**src/inc/crsc_pkg.sv**
```systemverilog
/*
 * Shared constants for the coefficient buffer swap control block:
 * register page and address map, field positions and reset values.
 * Assumes the serial control port presents raw page/address values with read/write strobes.
 */
`default_nettype none

package crsc_pkg;

  // ****************************************************************
  // Register map (page, address within page)
  // ****************************************************************
  localparam logic [7:0] PAGE_SWAP_CTRL   = 8'h2C;
  localparam logic [6:0] ADDR_SWAP_CTRL   = 7'h01;
  localparam logic [7:0] PAGE_CLK_ROUTE   = 8'hFD;
  localparam logic [6:0] ADDR_CLK_ROUTE_1 = 7'h3F;
  localparam logic [6:0] ADDR_CLK_ROUTE_2 = 7'h40;

  // ****************************************************************
  // Field positions in coeff_buffer_swap_ctrl
  // ****************************************************************
  localparam int unsigned BIT_SWAP_REQ = 0;
  localparam int unsigned BIT_ACTIVE   = 1;
  localparam int unsigned BIT_ADAPTIVE = 2;
  localparam int unsigned BIT_MONITOR  = 3;

  // ****************************************************************
  // Reset values
  // ****************************************************************
  localparam logic [7:0] RST_CLK_ROUTE_1 = 8'h00;
  localparam logic [7:0] RST_CLK_ROUTE_2 = 8'h00;
  localparam logic       RST_ADAPTIVE    = 1'b0;
  localparam logic       RST_ACTIVE      = 1'b0;
  localparam logic [7:0] RDATA_UNMAPPED  = 8'h00;

  // Buffer encoding used by the indicator and the monitor
  localparam logic BUF_A = 1'b0;
  localparam logic BUF_B = 1'b1;

  // Swap sequencer states
  typedef enum logic [1:0] {
    CRSC_IDLE = 2'b01,
    CRSC_WAIT = 2'b10
  } crsc_swap_e;

endpackage

`default_nettype wire

```
**src/rtl/crsc_port_route.sv**
```systemverilog
/*
 * Serial-port access routing to coefficient buffers A and B.
 * Assumes all inputs are on clk_sys_i; outputs are registered.
 */
`default_nettype none

module crsc_port_route (
  input  wire logic clk_sys_i,
  input  wire logic sys_rst_i,
  input  wire logic ce_i,
  input  wire logic adaptive_i,
  input  wire logic dsp_run_i,
  input  wire logic active_i,
  output logic      port_buf_a_en_o,
  output logic      port_buf_b_en_o
);

  logic a_next;
  logic b_next;

  always_comb begin
    a_next = 1'b0;
    b_next = 1'b0;
    if (adaptive_i) begin
      if (!dsp_run_i) begin
        a_next = 1'b1;
      end else begin
        a_next = (active_i == crsc_pkg::BUF_B);
        b_next = (active_i == crsc_pkg::BUF_A);
      end
    end else begin
      a_next = !dsp_run_i;
      b_next = !dsp_run_i;
    end
  end

  always_ff @(posedge clk_sys_i or posedge sys_rst_i) begin
    if (sys_rst_i) begin
      port_buf_a_en_o <= 1'b0;
      port_buf_b_en_o <= 1'b0;
    end else if (ce_i) begin
      port_buf_a_en_o <= a_next;
      port_buf_b_en_o <= b_next;
    end
  end

endmodule

`default_nettype wire

```
**src/rtl/crsc_ctrl.sv**
```systemverilog
/*
 * Coefficient buffer swap control and clock-routing register bank.
 * Holds the swap request, active-buffer state, adaptive mode enable
 * and the two clock-routing registers; routes serial-port access.
 * Assumes the serial control port delivers one-cycle read/write
 * strobes with page and address on clk_sys_i, and that the processor
 * core gives a one-cycle frame_start_i pulse on the same clock.
 */
// Notes on behaviour
// - Read-only status shows which coefficient buffer is active.
// - Adaptive and running: the inactive buffer is the update buffer, reachable from the serial port.
// - Active status reads 0 for buffer A, 1 for buffer B.
// - Writing 1 to bit 0 requests exchange of active and update roles.
// - Request bit clears itself when exchange finishes; reads 1 while pending.
// - Adaptive and stopped: only A reachable; running: port gets the other.
// - Non-adaptive: both reachable when stopped, neither while running.
`default_nettype none

module crsc_ctrl (
  input  wire logic       clk_sys_i,
  input  wire logic       sys_rst_i,
  input  wire logic       ce_i,
  input  wire logic [7:0] reg_page_i,
  input  wire logic [6:0] reg_addr_i,
  input  wire logic       reg_wr_i,
  input  wire logic       reg_rd_i,
  input  wire logic [7:0] reg_wdata_i,
  input  wire logic       dsp_run_i,
  input  wire logic       frame_start_i,
  input  wire logic       dsp_buf_use_i,
  output logic      [7:0] reg_rdata_o,
  output logic            active_buf_o,
  output logic            adaptive_o,
  output logic            swap_done_o,
  output logic            port_buf_a_en_o,
  output logic            port_buf_b_en_o,
  output logic      [7:0] clk_route_one_o,
  output logic      [7:0] clk_route_two_o
);

  // ****************************************************************
  // Address decode
  // ****************************************************************
  function automatic logic hit(input logic [7:0] pg,
                               input logic [6:0] ad,
                               input logic [7:0] tp,
                               input logic [6:0] ta);
    hit = (pg == tp) && (ad == ta);
  endfunction

  logic sel_swap;
  logic sel_rt1;
  logic sel_rt2;

  assign sel_swap = hit(reg_page_i, reg_addr_i, crsc_pkg::PAGE_SWAP_CTRL,
                        crsc_pkg::ADDR_SWAP_CTRL);
  assign sel_rt1  = hit(reg_page_i, reg_addr_i, crsc_pkg::PAGE_CLK_ROUTE,
                        crsc_pkg::ADDR_CLK_ROUTE_1);
  assign sel_rt2  = hit(reg_page_i, reg_addr_i, crsc_pkg::PAGE_CLK_ROUTE,
                        crsc_pkg::ADDR_CLK_ROUTE_2);

  // ****************************************************************
  // State
  // ****************************************************************
  crsc_pkg::crsc_swap_e state_reg;
  crsc_pkg::crsc_swap_e state_next;
  logic                 swap_req_reg;
  logic                 active_reg;
  logic                 adaptive_reg;
  logic                 monitor_reg;
  logic                 swap_fire;
  logic                 req_write;

  assign req_write = reg_wr_i && sel_swap && reg_wdata_i[crsc_pkg::BIT_SWAP_REQ];

  // ****************************************************************
  // Swap sequencer
  // ****************************************************************
  // A stopped processor has no frames, so the swap is taken at once;
  // a running one waits for the boundary to keep every frame whole.
  always_comb begin
    state_next = state_reg;
    swap_fire  = 1'b0;
    case (state_reg)
      crsc_pkg::CRSC_IDLE: begin
        if (swap_req_reg) begin
          state_next = crsc_pkg::CRSC_WAIT;
        end
      end
      crsc_pkg::CRSC_WAIT: begin
        if (!dsp_run_i || frame_start_i) begin
          swap_fire  = 1'b1;
          state_next = crsc_pkg::CRSC_IDLE;
        end
      end
      default: begin
        state_next = crsc_pkg::CRSC_IDLE;
      end
    endcase
  end

  always_ff @(posedge clk_sys_i or posedge sys_rst_i) begin
    if (sys_rst_i) begin
      state_reg <= crsc_pkg::CRSC_IDLE;
    end else if (ce_i) begin
      state_reg <= state_next;
    end
  end

  // Request bit: a new write of 1 wins over the self-clear
  always_ff @(posedge clk_sys_i or posedge sys_rst_i) begin
    if (sys_rst_i) begin
      swap_req_reg <= 1'b0;
    end else if (ce_i) begin
      if (req_write) begin
        swap_req_reg <= 1'b1;
      end else if (swap_fire) begin
        swap_req_reg <= 1'b0;
      end
    end
  end

  // Active buffer flips in one edge, so the core sees one value per frame
  always_ff @(posedge clk_sys_i or posedge sys_rst_i) begin
    if (sys_rst_i) begin
      active_reg <= crsc_pkg::RST_ACTIVE;
    end else if (ce_i && swap_fire) begin
      active_reg <= ~active_reg;
    end
  end

  always_ff @(posedge clk_sys_i or posedge sys_rst_i) begin
    if (sys_rst_i) begin
      swap_done_o <= 1'b0;
    end else if (ce_i) begin
      swap_done_o <= swap_fire;
    end
  end

  // ****************************************************************
  // Configuration registers
  // ****************************************************************
  always_ff @(posedge clk_sys_i or posedge sys_rst_i) begin
    if (sys_rst_i) begin
      adaptive_reg <= crsc_pkg::RST_ADAPTIVE;
    end else if (ce_i && reg_wr_i && sel_swap) begin
      adaptive_reg <= reg_wdata_i[crsc_pkg::BIT_ADAPTIVE];
    end
  end

  // Routing value is stored as written; 0x11 is expected for pin routing
  always_ff @(posedge clk_sys_i or posedge sys_rst_i) begin
    if (sys_rst_i) begin
      clk_route_one_o <= crsc_pkg::RST_CLK_ROUTE_1;
      clk_route_two_o <= crsc_pkg::RST_CLK_ROUTE_2;
    end else if (ce_i && reg_wr_i) begin
      if (sel_rt1) begin
        clk_route_one_o <= reg_wdata_i;
      end
      if (sel_rt2) begin
        clk_route_two_o <= reg_wdata_i;
      end
    end
  end

  // Buffer actually in use by the core, for the monitor bit
  always_ff @(posedge clk_sys_i or posedge sys_rst_i) begin
    if (sys_rst_i) begin
      monitor_reg <= crsc_pkg::BUF_A;
    end else if (ce_i) begin
      monitor_reg <= dsp_buf_use_i;
    end
  end

  // ****************************************************************
  // Outputs to the core
  // ****************************************************************
  always_ff @(posedge clk_sys_i or posedge sys_rst_i) begin
    if (sys_rst_i) begin
      active_buf_o <= crsc_pkg::RST_ACTIVE;
      adaptive_o   <= crsc_pkg::RST_ADAPTIVE;
    end else if (ce_i) begin
      active_buf_o <= active_reg;
      adaptive_o   <= adaptive_reg;
    end
  end

  // ****************************************************************
  // Read path
  // ****************************************************************
  logic [7:0] swap_view;

  always_comb begin
    swap_view                          = 8'h00;
    swap_view[crsc_pkg::BIT_SWAP_REQ]  = swap_req_reg;
    swap_view[crsc_pkg::BIT_ACTIVE]    = active_reg;
    swap_view[crsc_pkg::BIT_ADAPTIVE]  = adaptive_reg;
    swap_view[crsc_pkg::BIT_MONITOR]   = monitor_reg;
  end

  always_ff @(posedge clk_sys_i or posedge sys_rst_i) begin
    if (sys_rst_i) begin
      reg_rdata_o <= crsc_pkg::RDATA_UNMAPPED;
    end else if (ce_i && reg_rd_i) begin
      if (sel_swap) begin
        reg_rdata_o <= swap_view;
      end else if (sel_rt1) begin
        reg_rdata_o <= clk_route_one_o;
      end else if (sel_rt2) begin
        reg_rdata_o <= clk_route_two_o;
      end else begin
        reg_rdata_o <= crsc_pkg::RDATA_UNMAPPED;
      end
    end
  end

  // ****************************************************************
  // Serial-port access routing
  // ****************************************************************
  crsc_port_route u_route (
    .clk_sys_i       (clk_sys_i),
    .sys_rst_i       (sys_rst_i),
    .ce_i            (ce_i),
    .adaptive_i      (adaptive_reg),
    .dsp_run_i       (dsp_run_i),
    .active_i        (active_reg),
    .port_buf_a_en_o (port_buf_a_en_o),
    .port_buf_b_en_o (port_buf_b_en_o)
  );

endmodule

`default_nettype wire

```
**config.mk**
```make
export PLATFORM = sky130hd
export DESIGN_NAME = crsc_ctrl
export DESIGN_NICKNAME = d
export VERILOG_FILES = /design/src/inc/crsc_pkg.sv /design/src/rtl/crsc_port_route.sv /design/src/rtl/crsc_ctrl.sv
export SDC_FILE = /design/constraint.sdc
export NUM_CORES = 1
export LEC_CHECK = 0
export ABC_AREA = 0
export BUFFER_PORTS_ARGS = -buffer_cell sky130_fd_sc_hd__buf_2
export CORE_MARGIN = 5
export CORE_UTILIZATION = 34
export CTS_BUF_LIST = sky130_fd_sc_hd__clkbuf_16
export DETAILED_ROUTE_END_ITERATION = 8
export HOLD_SLACK_MARGIN = 0.02
export PLACE_DENSITY = 0.69
export SLEW_MARGIN = 20
export SYNTH_ARGS = -nofsm -noshare
export SYNTH_HDL_FRONTEND = slang
export SYNTH_SLANG_ARGS = --single-unit
```
**constraint.sdc**
```tcl
create_clock -name clk_sys_i -period 0.8 [get_ports clk_sys_i]
set_input_delay 0.04 -clock clk_sys_i [delete_from_list [all_inputs] [get_ports clk_sys_i]]
set_output_delay 0.04 -clock clk_sys_i [all_outputs]
set_load 0.03 [all_outputs]
```
==> key figures, run 1 <==
Flow run
  – Maximum Capacitance Violations: 0

Hold path
  – Hold Path Depth: 2
  – Hold WC Path Type: in -> reg
  – Launch instance of the worst min-delay path: reg_wdata_i[7]

Routing
  – Mean routed wirelength per cell: 16.4 um
  – Routed vias/inst: 4.80
  – Vias after detailed routing: 1479
  – First DRT Iteration DRCs: 41
  – Initial DRT Pass Iterations: 5
  – Count of nets left with antenna violations after detail routing: 0
  – Final wirelength: 5050 um
  – Remaining design rule violation count: 0

STA
  – Ratio of final minimum period to clock period: 173%
  – Worst relative slew slack: 80.0%
  – Final number of max-transition violations: 0
  – Largest clock skew in the final design: 0.00477 ns
  – Measured slew at the worst slew-check pin: 0.300 ns
  – Final setup vio count: 62
  – Period minus WS final: 1.38 ns
  – Hold Fails Final Rpt: 0
  – Final worst setup slack: -0.585 ns
  – Maximum operating frequency: 722 MHz
  – Worst hold slack across all endpoints: 0.0178 ns
  – Setup repair after global routing missed its margin: yes

Layout
  – Layout overhead on the synthesized area: 80.9%
  – Post-Route Utilization: 63.7%
  – Share of layout cells above drive strength 1: 67.6%
  – # diodes: 0
  – Final-stage net count: 271
  – Registers with the most flip-flops: clk_route_one_o: 8 flops, clk_route_two_o: 8 flops, reg_rdata_o: 8 flops

Global route
  – Vias in the first global route: 1601
  – Pin count of the biggest net entering global routing: 25
  – Grt total ovfl: 0
  – Initial antenna violation count: 0
  – Wire length of the first global-routing pass: 7950 um
  – Global Route Usage Sum: 15.7%

Power and ir drop
  – Maximum vdd drop: 1.21 mV
  – Total power of the final layout: 4.43 mW
  – Power Dens Cells: 1460 mW/mm^2
  – Leakage power figure: 1.44 nW

Floorplan
  – Die X: 80.2 um
  – Core Box Area: 0.00475 mm^2
  – # rows: 25
  – Die boundary height: 80.2 um
  – Die ar.: 0.00643 mm^2
  – Initial core utilization: 35.2%
  – I/O pin cnt: 60

Synth
  – Post-synthesis instance area: 0.00167 mm^2
  – Cell type with the highest aggregate area in the netlist: sky130_fd_sc_hd__dfrtp_1
  – Number of flops mapped to enable cells by yosys: 0
  – Synthesized instance count: 129
  – Synthesized netlist net count: 160
  – Mapped Avg Cell Area: 13.0 um^2
  – FFs w/ async S/R, synth: 100%
  – Share of the synthesized area in the top cell type: 50.8%
  – Dominant cell by count in the synthesized netlist: sky130_fd_sc_hd__dfrtp_1
  – Number of unique standard cell types used by synthesis: 37
  – Flip-flop and latch count after synthesis: 35
  – Sequential cell area fraction in the yosys report: 52.4%
  – Leading register cell type out of synthesis: sky130_fd_sc_hd__dfrtp_1
  – Most instantiated cells after synthesis: sky130_fd_sc_hd__dfrtp_1 (34), sky130_fd_sc_hd__mux2_2 (11), sky130_fd_sc_hd__nand2_1 (10)
  – Leading cell types by total area after synthesis: sky130_fd_sc_hd__dfrtp_1 (51%), sky130_fd_sc_hd__mux2_2 (7.4%), sky130_fd_sc_hd__mux2_4 (7.2%), sky130_fd_sc_hd__nor4_4 (3.8%), sky130_fd_sc_hd__a22oi_1 (2.7%)
  – YS warnings: 0

Worst setup path
  – Critical path class: in -> reg
  – Worst endpoint data arrival time: 1.54 ns
  – Critical register-to-register path startpoint: state_reg[0]
  – Worst EP required: 0.95 ns
  – Worst reg2reg path depth: 3
  – Crit path launch type: input pin
  – Worst setup path startpoint: reg_addr_i[0]
  – Capturing element type of the critical path: flip-flop
  – Critical path peak fanout: 4

Clock tree
  – Insertion delay to the later sink of the worst-skew pair: 0.27 ns
  – Number of clock sinks: 35
  – Clock-pin transition on the worst setup and hold timing paths: 0.06 ns
  – Root Driver: sky130_fd_sc_hd__clkbuf_16
  – Longest Clk Path Bufs: 2
  – Clock tree from TritonCTS: done
  – Total number of H-tree levels: 2
  – CTS buffer count: 5

Placement
  – Input/output buffers: 59
  – Detailed Place HPWL: 3500 um
  – Routability congestion estimate from global placement: 0.779
  – DP Worst Slack: -0.862 ns

Outcome
  – Result of the run: complete, but fails checks
  – Violations in the final reports: setup timing
-- path summary, 6_finish.rpt --
kind | end | slack, ns
min in group asynchronous | u_route.port_buf_b_en_o | 0.27
max in group asynchronous | adaptive_o | 0.12
worst max register to register | active_reg | -0.18
worst min register to register | reg_rdata_o[6] | 0.50
worst max-delay path | clk_route_two_o[4] | -0.58
worst min-delay path | clk_route_two_o[7] | 0.02
-- power breakdown --
part / switching [mW] / total [mW] / internal, mW
clock: 0.719 / 2.19 / 1.47
sequential: 0.0107 / 1.80 / 1.79
combinational: 0.209 / 0.446 / 0.237
-- through the flow --
| stage | cells | TNS [ns] | area (um^2) |
|---|---|---|---|
| floorplan | 129 | -17.24 | 1690 |
| global placement | 285 | -20.88 | 2320 |
| detailed placement | 285 | -21.71 | 2320 |
| CTS | 307 | -15.26 | 2940 |
| global route | 308 | -17.02 | 3030 |
| finish | 308 | -15.45 | 3030 |
-- cells in the final DEF (no fill, tap or decap), drive strengths merged --
cell         count
o21a             1
o21ai           13
o211ai           1
nand2           11
nand2b           1
nand4b           3
nand4            3
a31oi            3
a22o             1
nand3            2
a21boi           1
clkbuf           5
clkinv           2
or3              1
or4              2
inv              3
mux2            20
nor4             5
a221oi           2
xnor2            1
dlygate4sd3      5
or4b             2
and2             3
bufinv           1
dfstp            1
a22oi            6
nand3b           1
nor2             1
dfrtp           34
buf            102
clkinvlp         1
and3             3
-- metal layers --
metal / up-vias / GRT usage (%) / share of wire (%)
li1: 710 / - / -
met1: 728 / 19.5 / 43
met2: 33 / 28.1 / 51
met3: 8 / 3.81 / 4.4
met4: 0 / 2.20 / 0.89
met5: - / 0 / 0
-- area by class of cell --
type	instances	area, um^2
clock buffer	5	125
inverter	4	18.8
sequential	35	882
fill	363	1730
multi-input combinational	87	886
timing repair buffer	107	990
clock inverter	3	43.8
tap	67	83.8
-- worst max-delay path, stage by stage --
cell and delay [ns]:
sky130_fd_sc_hd__buf_6 0.10, sky130_fd_sc_hd__or4b_4 0.55, sky130_fd_sc_hd__nor4_4 0.19, sky130_fd_sc_hd__and3_4 0.24, sky130_fd_sc_hd__buf_6 0.12, sky130_fd_sc_hd__mux2_4 0.29
-- cell families after synthesis --
| group | Yosys count | synth area share (%) |
|---|---|---|
| compound gates | 28 | 10.6 |
| xor+xnor | 1 | 0.523 |
| buf+inv | 7 | 2.24 |
| flops | 35 | 52.4 |
| mux | 20 | 15.2 |
| simple gates | 38 | 19.0 |
-- repair_timing --
item                                   4_1_cts  5_1_grt
setup buffers                                9        3
endpoints found under the hold margin       42        0
setup endpoints to repair                   62       64
pin swaps                                   10       12
hold buffers                                 5        0
resized for setup                           93       19
No activity file was read; power rests on OpenSTA's default activity.
==> run 2, diff against run 1 <==
--- a/config.mk
+++ b/config.mk
@@ -12,6 +12,7 @@
 export CTS_BUF_LIST = sky130_fd_sc_hd__clkbuf_16
 export DETAILED_ROUTE_END_ITERATION = 8
 export HOLD_SLACK_MARGIN = 0.02
+export MAX_ROUTING_LAYER = met4
 export PLACE_DENSITY = 0.69
 export SLEW_MARGIN = 20
 export SYNTH_ARGS = -nofsm -noshare
==> run 2 against run 1 <==
  * The run still ends with setup timing left
  * Critical path type unchanged
  * Via count rose by 0.54%
  * Die area unchanged
  * Core utilization is the same
  * Hold slack about the same
  * Total power barely moved
  * Sequential cell count unchanged
==> key figures, run 2 (synthesized netlist as in run 1, its figures left out) <==
Outcome
  – Result of the run: complete, but fails checks
  – Violations in the final reports: setup timing

Clock tree
  – CTS buffer count: 5 (unchanged)
  – Clock-pin transition on the worst setup and hold timing paths: 0.06 ns (about the same)
  – Longest Clk Path Bufs: 2 (unchanged)
  – Number of clock sinks: 35 (unchanged)
  – Root Driver: sky130_fd_sc_hd__clkbuf_16
  – Clock tree from TritonCTS: done
  – Insertion delay to the later sink of the worst-skew pair: 0.27 ns (about the same)
  – Total number of H-tree levels: 2 (unchanged)

Layout
  – Top library cells by usage in the layout, fill and taps aside: sky130_fd_sc_hd__buf_6 (53), sky130_fd_sc_hd__dfrtp_1 (30), sky130_fd_sc_hd__buf_4 (27)
  – Final-stage net count: 271 (unchanged)
  – Registers with the most flip-flops: clk_route_one_o: 8 flops, clk_route_two_o: 8 flops, reg_rdata_o: 8 flops
  – Fillers: 363 (unchanged)
  – Commonest non-fill, non-tap cell in the layout: sky130_fd_sc_hd__buf_6
  – Layout overhead on the synthesized area: 80.9% (unchanged)
  – Final standard cell count with taps included and fillers excluded: 308 (unchanged)
  – Share of layout cells above drive strength 1: 67.6% (unchanged)
  – # diodes: 0 (unchanged)

STA
  – Final number of max-transition violations: 0 (unchanged)
  – Largest clock skew in the final design: 0.00463 ns (-0.000134 ns)
  – Ratio of final minimum period to clock period: 173% (about the same)
  – Final setup vio count: 62 (unchanged)
  – Maximum operating frequency: 721 MHz (about the same)
  – Hold Fails Final Rpt: 0 (unchanged)
  – Worst relative slew slack: 80.2% (+0.21 points)
  – Final worst setup slack: -0.586 ns (-0.00118 ns)
  – Measured slew at the worst slew-check pin: 0.297 ns (-0.00316 ns)
  – Setup repair after global routing missed its margin: yes
  – Period minus WS final: 1.39 ns (+0.00118 ns)
  – Worst hold slack across all endpoints: 0.0178 ns (-0.0000366 ns)

Power and ir drop
  – Maximum vdd drop: 1.21 mV (about the same)
  – Leakage power figure: 1.44 nW (unchanged)
  – Power Dens Cells: 1460 mW/mm^2 (about the same)
  – Combinational Power Share: 10.0% (about the same)
  – Internal power consumption: 3.49 mW (about the same)
  – Sequential fraction of design power: 40.6% (about the same)
  – Switching share of power: 21.2% (+0.023 points)
  – Power spent charging and discharging nets: 940 uW (+0.14%)
  – Power share of the clock group: 49.4% (about the same)

Floorplan
  – I/O pin cnt: 60 (unchanged)
  – # rows: 25 (unchanged)
  – Initial core utilization: 35.2% (unchanged)
  – Die ar.: 0.00643 mm^2 (unchanged)
  – Die X: 80.2 um (unchanged)
  – Die boundary height: 80.2 um (unchanged)
  – Core Box Area: 0.00475 mm^2 (unchanged)

Routing
  – Vias after detailed routing: 1487 (+0.54%)
  – Routed vias/inst: 4.83 (+0.54%)
  – Final wirelength: 5020 um (-0.61%)
  – Remaining design rule violation count: 0 (unchanged)
  – First DRT Iteration DRCs: 38 (-7.3%)
  – Count of nets left with antenna violations after detail routing: 0 (unchanged)
  – Initial DRT Pass Iterations: 4 (-1)
  – Mean routed wirelength per cell: 16.3 um (-0.61%)

Hold path
  – Hold-critical path endpoint: clk_route_one_o[7]
  – Launch instance of the worst min-delay path: reg_wdata_i[7]
  – Hold Path Depth: 2 (unchanged)
  – Hold WC Path Type: in -> reg

Worst setup path
  – Worst reg2reg path depth: 3 (unchanged)
  – Worst setup slack for register-to-register paths: -0.18 ns (about the same)
  – Critical path peak fanout: 4 (unchanged)
  – Capturing element type of the critical path: flip-flop
  – End of the worst register-to-register path: active_reg
  – Critical-path cell with the highest stage delay: sky130_fd_sc_hd__or4b_4
  – Critical path class: in -> reg
  – Cells along the critical path: buf_6, or4b_4, nor4_4, and3_4, buf_6, mux2_4
  – Crit path launch type: input pin
  – Critical register-to-register path startpoint: state_reg[0]
  – Delay of the slowest critical-path stage: 0.55 ns (about the same)
  – Critical path's most frequent cell: sky130_fd_sc_hd__buf_6
  – Worst EP required: 0.95 ns (about the same)
  – Worst endpoint data arrival time: 1.54 ns (about the same)

Flow run
  – Maximum Capacitance Violations: 0 (unchanged)

Global route
  – Initial antenna violation count: 0 (unchanged)
  – Wire length of the first global-routing pass: 7960 um (about the same)
  – Grt total ovfl: 0 (unchanged)
  – Global Route Usage Sum: 16.2% (+0.42 points)
  – Vias in the first global route: 1598 (-0.19%)
  – Pin count of the biggest net entering global routing: 25 (unchanged)

Placement
  – Input/output buffers: 59 (unchanged)
  – Placed cells: 285 (unchanged)
  – Routability congestion estimate from global placement: 0.790 (+1.4%)
  – DP Worst Slack: -0.862 ns (unchanged)
  – Detailed Place HPWL: 3500 um (unchanged)
## run 2: power by group through the flow
stage | combinational (mW) | clock (mW) | sequential [mW]
3_5_place_dp | 0.343 | 0 | 1.83
3_3_place_gp | 0.337 | 0 | 1.83
4_1_cts | 0.423 | 2.20 | 1.80
2_1_floorplan | 0.109 | 0 | 1.84
5_1_grt | 0.480 | 2.30 | 1.80
6_report | 0.445 | 2.19 | 1.80
## run 2: worst max-delay path: cells and delay by family
kind | cells | cell delay (ns)
simple gates | 3 | 0.98
mux | 1 | 0.29
buf+inv | 2 | 0.22
## run 2: how the worst max path moves through the flow
| stage | from | end | slack (ns) | cells past startpoint |
|---|---|---|---|---|
| final | reg_addr_i[0] | clk_route_two_o[4] | -0.59 | 6 |
| after floorplan | reg_addr_i[0] | clk_route_two_o[0] | -0.73 | 5 |
| after detailed placement | reg_addr_i[1] | reg_rdata_o[1] | -0.86 | 6 |
| after global routing | reg_addr_i[0] | clk_route_two_o[6] | -0.61 | 6 |
| after global placement | reg_addr_i[0] | clk_route_two_o[5] | -0.85 | 6 |
| after CTS | reg_addr_i[5] | adaptive_reg | -0.55 | 6 |
## run 2: metal layers
metal / up-vias / wire length (um) / track usage, %
met5: - / 0 / -
met1: 722 / 2140 / 19.6
met4: 0 / 44 / 2.20
met2: 44 / 2590 / 28.1
met3: 9 / 247 / 3.70
li1: 712 / - / -
## run 2: final cells by class
cell class / instances / area, um^2 / share of cell area [%]
Clock buffer: 5 / 125 / 4.13
Clock inverter: 3 / 43.8 / 1.45
Inverter: 4 / 18.8 / 0.620
Multi-Input combinational cell: 87 / 886 / 29.2
Sequential cell: 35 / 882 / 29.1
Tap cell: 67 / 83.8 / 2.77
Timing Repair Buffer: 107 / 990 / 32.7
## run 2: what timing repair did
| action | in CTS | in global routing |
|---|---|---|
| pin swaps | 10 | 12 |
| endpoints found under the setup margin | 62 | 64 |
| setup buffers | 9 | 3 |
| hold endpoints to repair | 42 | 0 |
| resized for setup | 93 | 19 |
| hold buffers | 5 | 0 |
## run 2: through the flow
| stage | utilization, % | TNS, ns | cell area, um^2 | power (mW) |
|---|---|---|---|---|
| 6_report | 63.7 | -15.44 | 3030 | 4.43 |
| 5_1_grt | 63.7 | -17.02 | 3030 | 4.58 |
| 4_1_cts | 61.9 | -15.26 | 2940 | 4.42 |
| 3_5_place_dp | 48.8 | -21.71 | 2320 | 2.17 |
| 3_3_place_gp | 48.8 | -20.88 | 2320 | 2.16 |
| 2_1_floorplan | - | -17.24 | 1690 | 1.95 |
==> run 3, diff against run 2 <==
--- a/config.mk
+++ b/config.mk
@@ -7,7 +7,7 @@
 export LEC_CHECK = 0
 export ABC_AREA = 0
 export BUFFER_PORTS_ARGS = -buffer_cell sky130_fd_sc_hd__buf_2
-export CORE_MARGIN = 5
+export CORE_MARGIN = 2
 export CORE_UTILIZATION = 34
 export CTS_BUF_LIST = sky130_fd_sc_hd__clkbuf_16
 export DETAILED_ROUTE_END_ITERATION = 8
==> run 3 against run 2 <==
  * The run still ends with setup timing left
  * Global-route usage is 2.1 points higher
  * Worst setup slack improved by 0.016 ns
  * Die area shrank 14%
  * Sequential share of layout area is 0.29 points higher
  * Critical path type unchanged
  * Wire length is 9.8% lower
  * Clock power is 18% lower
  * Sequential power is essentially flat
  * Combinational power increased by 1%
==> key figures, run 3 (synthesized netlist as in run 1, its figures left out) <==
Worst setup path
  – Cell depth of the worst setup path: 6 (unchanged)
  – Worst reg2reg path depth: 2 (-1)
  – Capturing element type of the critical path: flip-flop
  – Worst EP required: 0.95 ns (about the same)
  – Critical path class: in -> reg
  – Worst endpoint data arrival time: 1.52 ns (-0.02 ns)
  – Bufs and invs on worst path: 2 (unchanged)
  – Critical path's top delay family: simple AND/OR/NAND/NOR gates
  – Critical path peak fanout: 4 (unchanged)
  – Delay of the slowest critical-path stage: 0.55 ns (about the same)
  – Critical path's most frequent cell: sky130_fd_sc_hd__buf_6
  – Cells along the critical path: buf_6, or4b_4, nor4_4, and3_4, buf_6, mux2_4
  – Crit path launch type: input pin
  – Critical-path cell with the highest stage delay: sky130_fd_sc_hd__or4b_4

Layout
  – # diodes: 0 (unchanged)
  – Commonest non-fill, non-tap cell in the layout: sky130_fd_sc_hd__buf_6
  – Final standard cell count with taps included and fillers excluded: 308 (unchanged)
  – Layout overhead on the synthesized area: 78.6%
  – Registers with the most flip-flops: clk_route_one_o: 8 flops, clk_route_two_o: 8 flops, reg_rdata_o: 8 flops
  – Share of layout cells above drive strength 1: 64.3% (-3.3 points)
  – Top library cells by usage in the layout, fill and taps aside: sky130_fd_sc_hd__buf_6 (51), sky130_fd_sc_hd__dfrtp_1 (32), sky130_fd_sc_hd__buf_4 (25)
  – Final-stage net count: 271 (unchanged)

Placement
  – Placed cells: 287 (+0.70%)
  – Detailed Place HPWL: 3180 um (-9.2%)
  – Input/output buffers: 59 (unchanged)
  – Routability congestion estimate from global placement: 0.889 (+13%)

STA
  – Worst relative slew slack: 75.0% (-5.2 points)
  – Final setup vio count: 61 (-1.6%)
  – Period minus WS final: 1.37 ns (-0.0156 ns)
  – Final number of max-transition violations: 0 (unchanged)
  – Hold Fails Final Rpt: 0 (unchanged)
  – Final worst setup slack: -0.570 ns (+0.0156 ns)
  – Measured slew at the worst slew-check pin: 0.376 ns (+0.0787 ns)
  – Maximum operating frequency: 730 MHz (+1.1%)
  – Setup total negative slack: -14.74 ns (+0.697 ns)
  – Setup repair after global routing missed its margin: yes
  – Ratio of final minimum period to clock period: 171% (-1.9 points)
  – Largest clock skew in the final design: 0.00332 ns (-0.00132 ns)

Clock tree
  – Total number of H-tree levels: 2 (unchanged)
  – Number of clock sinks: 35 (unchanged)
  – Insertion delay to the later sink of the worst-skew pair: 0.27 ns (about the same)
  – Longest Clk Path Bufs: 2 (unchanged)
  – Clock-pin transition on the worst setup and hold timing paths: 0.05 ns (about the same)
  – Clock tree from TritonCTS: done
  – CTS buffer count: 5 (unchanged)
  – Root Driver: sky130_fd_sc_hd__clkbuf_16

Power and ir drop
  – Maximum vdd drop: 1.08 mV (-11%)
  – Total power of the final layout: 4.05 mW (-8.6%)
  – Power Dens Cells: 1350 mW/mm^2 (-7.4%)
  – Leakage power figure: 1.42 nW (-1.5%)

Floorplan
  – Initial core utilization: 35.4% (+0.23 points)
  – I/O pin cnt: 60 (unchanged)
  – # rows: 25 (unchanged)
  – Die X: 74.2 um (-7.5%)
  – Core Box Area: 0.00472 mm^2 (-0.66%)
  – Die boundary height: 74.2 um (-7.5%)
  – Die ar.: 0.00550 mm^2 (-14%)

Global route
  – Vias in the first global route: 1552 (-2.9%)
  – Pin count of the biggest net entering global routing: 25 (unchanged)
  – Grt total ovfl: 0 (unchanged)
  – Initial antenna violation count: 0 (unchanged)
  – Wire length of the first global-routing pass: 7390 um (-7.1%)
  – Global Route Usage Sum: 18.3% (+2.1 points)

Routing
  – Initial DRT Pass Iterations: 4 (unchanged)
  – Vias after detailed routing: 1469 (-1.2%)
  – First DRT Iteration DRCs: 30 (-21%)
  – Final wirelength: 4530 um (-9.8%)
  – Mean routed wirelength per cell: 14.7 um (-9.8%)
  – Routed vias/inst: 4.77 (-1.2%)
  – Remaining design rule violation count: 0 (unchanged)
  – Count of nets left with antenna violations after detail routing: 0 (unchanged)

Flow run
  – Maximum Capacitance Violations: 0 (unchanged)

Outcome
  – Result of the run: complete, but fails checks
  – Violations in the final reports: setup timing

Hold path
  – Hold Path Depth: 2 (unchanged)
  – Hold WC Path Type: in -> reg
-- run 3: cell type report --
class	instances	area, um^2
Tap cell	67	83.8
Fill cell	340	1730
Timing Repair Buffer	107	982
Clock buffer	5	125
Sequential cell	35	880
Multi-Input combinational cell	87	886
Inverter	4	18.8
Clock inverter	3	15.0
-- run 3: path summary, 6_finish.rpt --
kind	startpoint	end	slack [ns]
setup / recovery	reg_addr_i[0]	clk_route_two_o[7]	-0.57
hold / removal	reg_wdata_i[7]	clk_route_one_o[7]	0.02
setup reg to reg	clk_route_two_o[0]	reg_rdata_o[0]	-0.18
hold reg to reg	reg_rdata_o[7]	reg_rdata_o[7]	0.49
max in group asynchronous	sys_rst_i	state_reg[0]	0.18
min in group asynchronous	sys_rst_i	u_route.port_buf_b_en_o	0.21
-- run 3: through the flow --
step | area, um^2 | hold slack (ns) | util (%) | setup WS, ns
2_1_floorplan | 1690 | -0.0134 | - | -0.728
3_3_place_gp | 2350 | -0.0435 | 49.7 | -0.855
3_5_place_dp | 2350 | -0.0439 | 49.7 | -0.861
4_1_cts | 2910 | 0.0216 | 61.5 | -0.548
5_1_grt | 2990 | 0.0278 | 63.3 | -0.615
6_report | 2990 | 0.0239 | 63.3 | -0.570
-- run 3: routing by layer --
layer	track usage, %	wire (um)	vias to the layer above
met3	5.01	184	11
met4	5.05	64	0
met1	21.6	2040	713
met5	-	0	-
li1	-	-	709
met2	30.7	2240	36
-- run 3: report_power, final --
group          internal, mW  leakage (nW)  switching, mW
sequential             1.79         0.474        0.00965
combinational         0.243         0.878          0.207
clock                  1.13        0.0649          0.673
total                  3.16          1.42          0.890
-- run 3: timing repair --
| item | 4_1_cts | 5_1_grt |
|---|---|---|
| hold buffers | 7 | 0 |
| hold endpoints to repair | 44 | 0 |
| gates cloned | 0 | 0 |
| pin swaps | 12 | 13 |
| setup endpoints to repair | 62 | 64 |
| gates resized for setup | 91 | 15 |
| setup buffers | 5 | 3 |
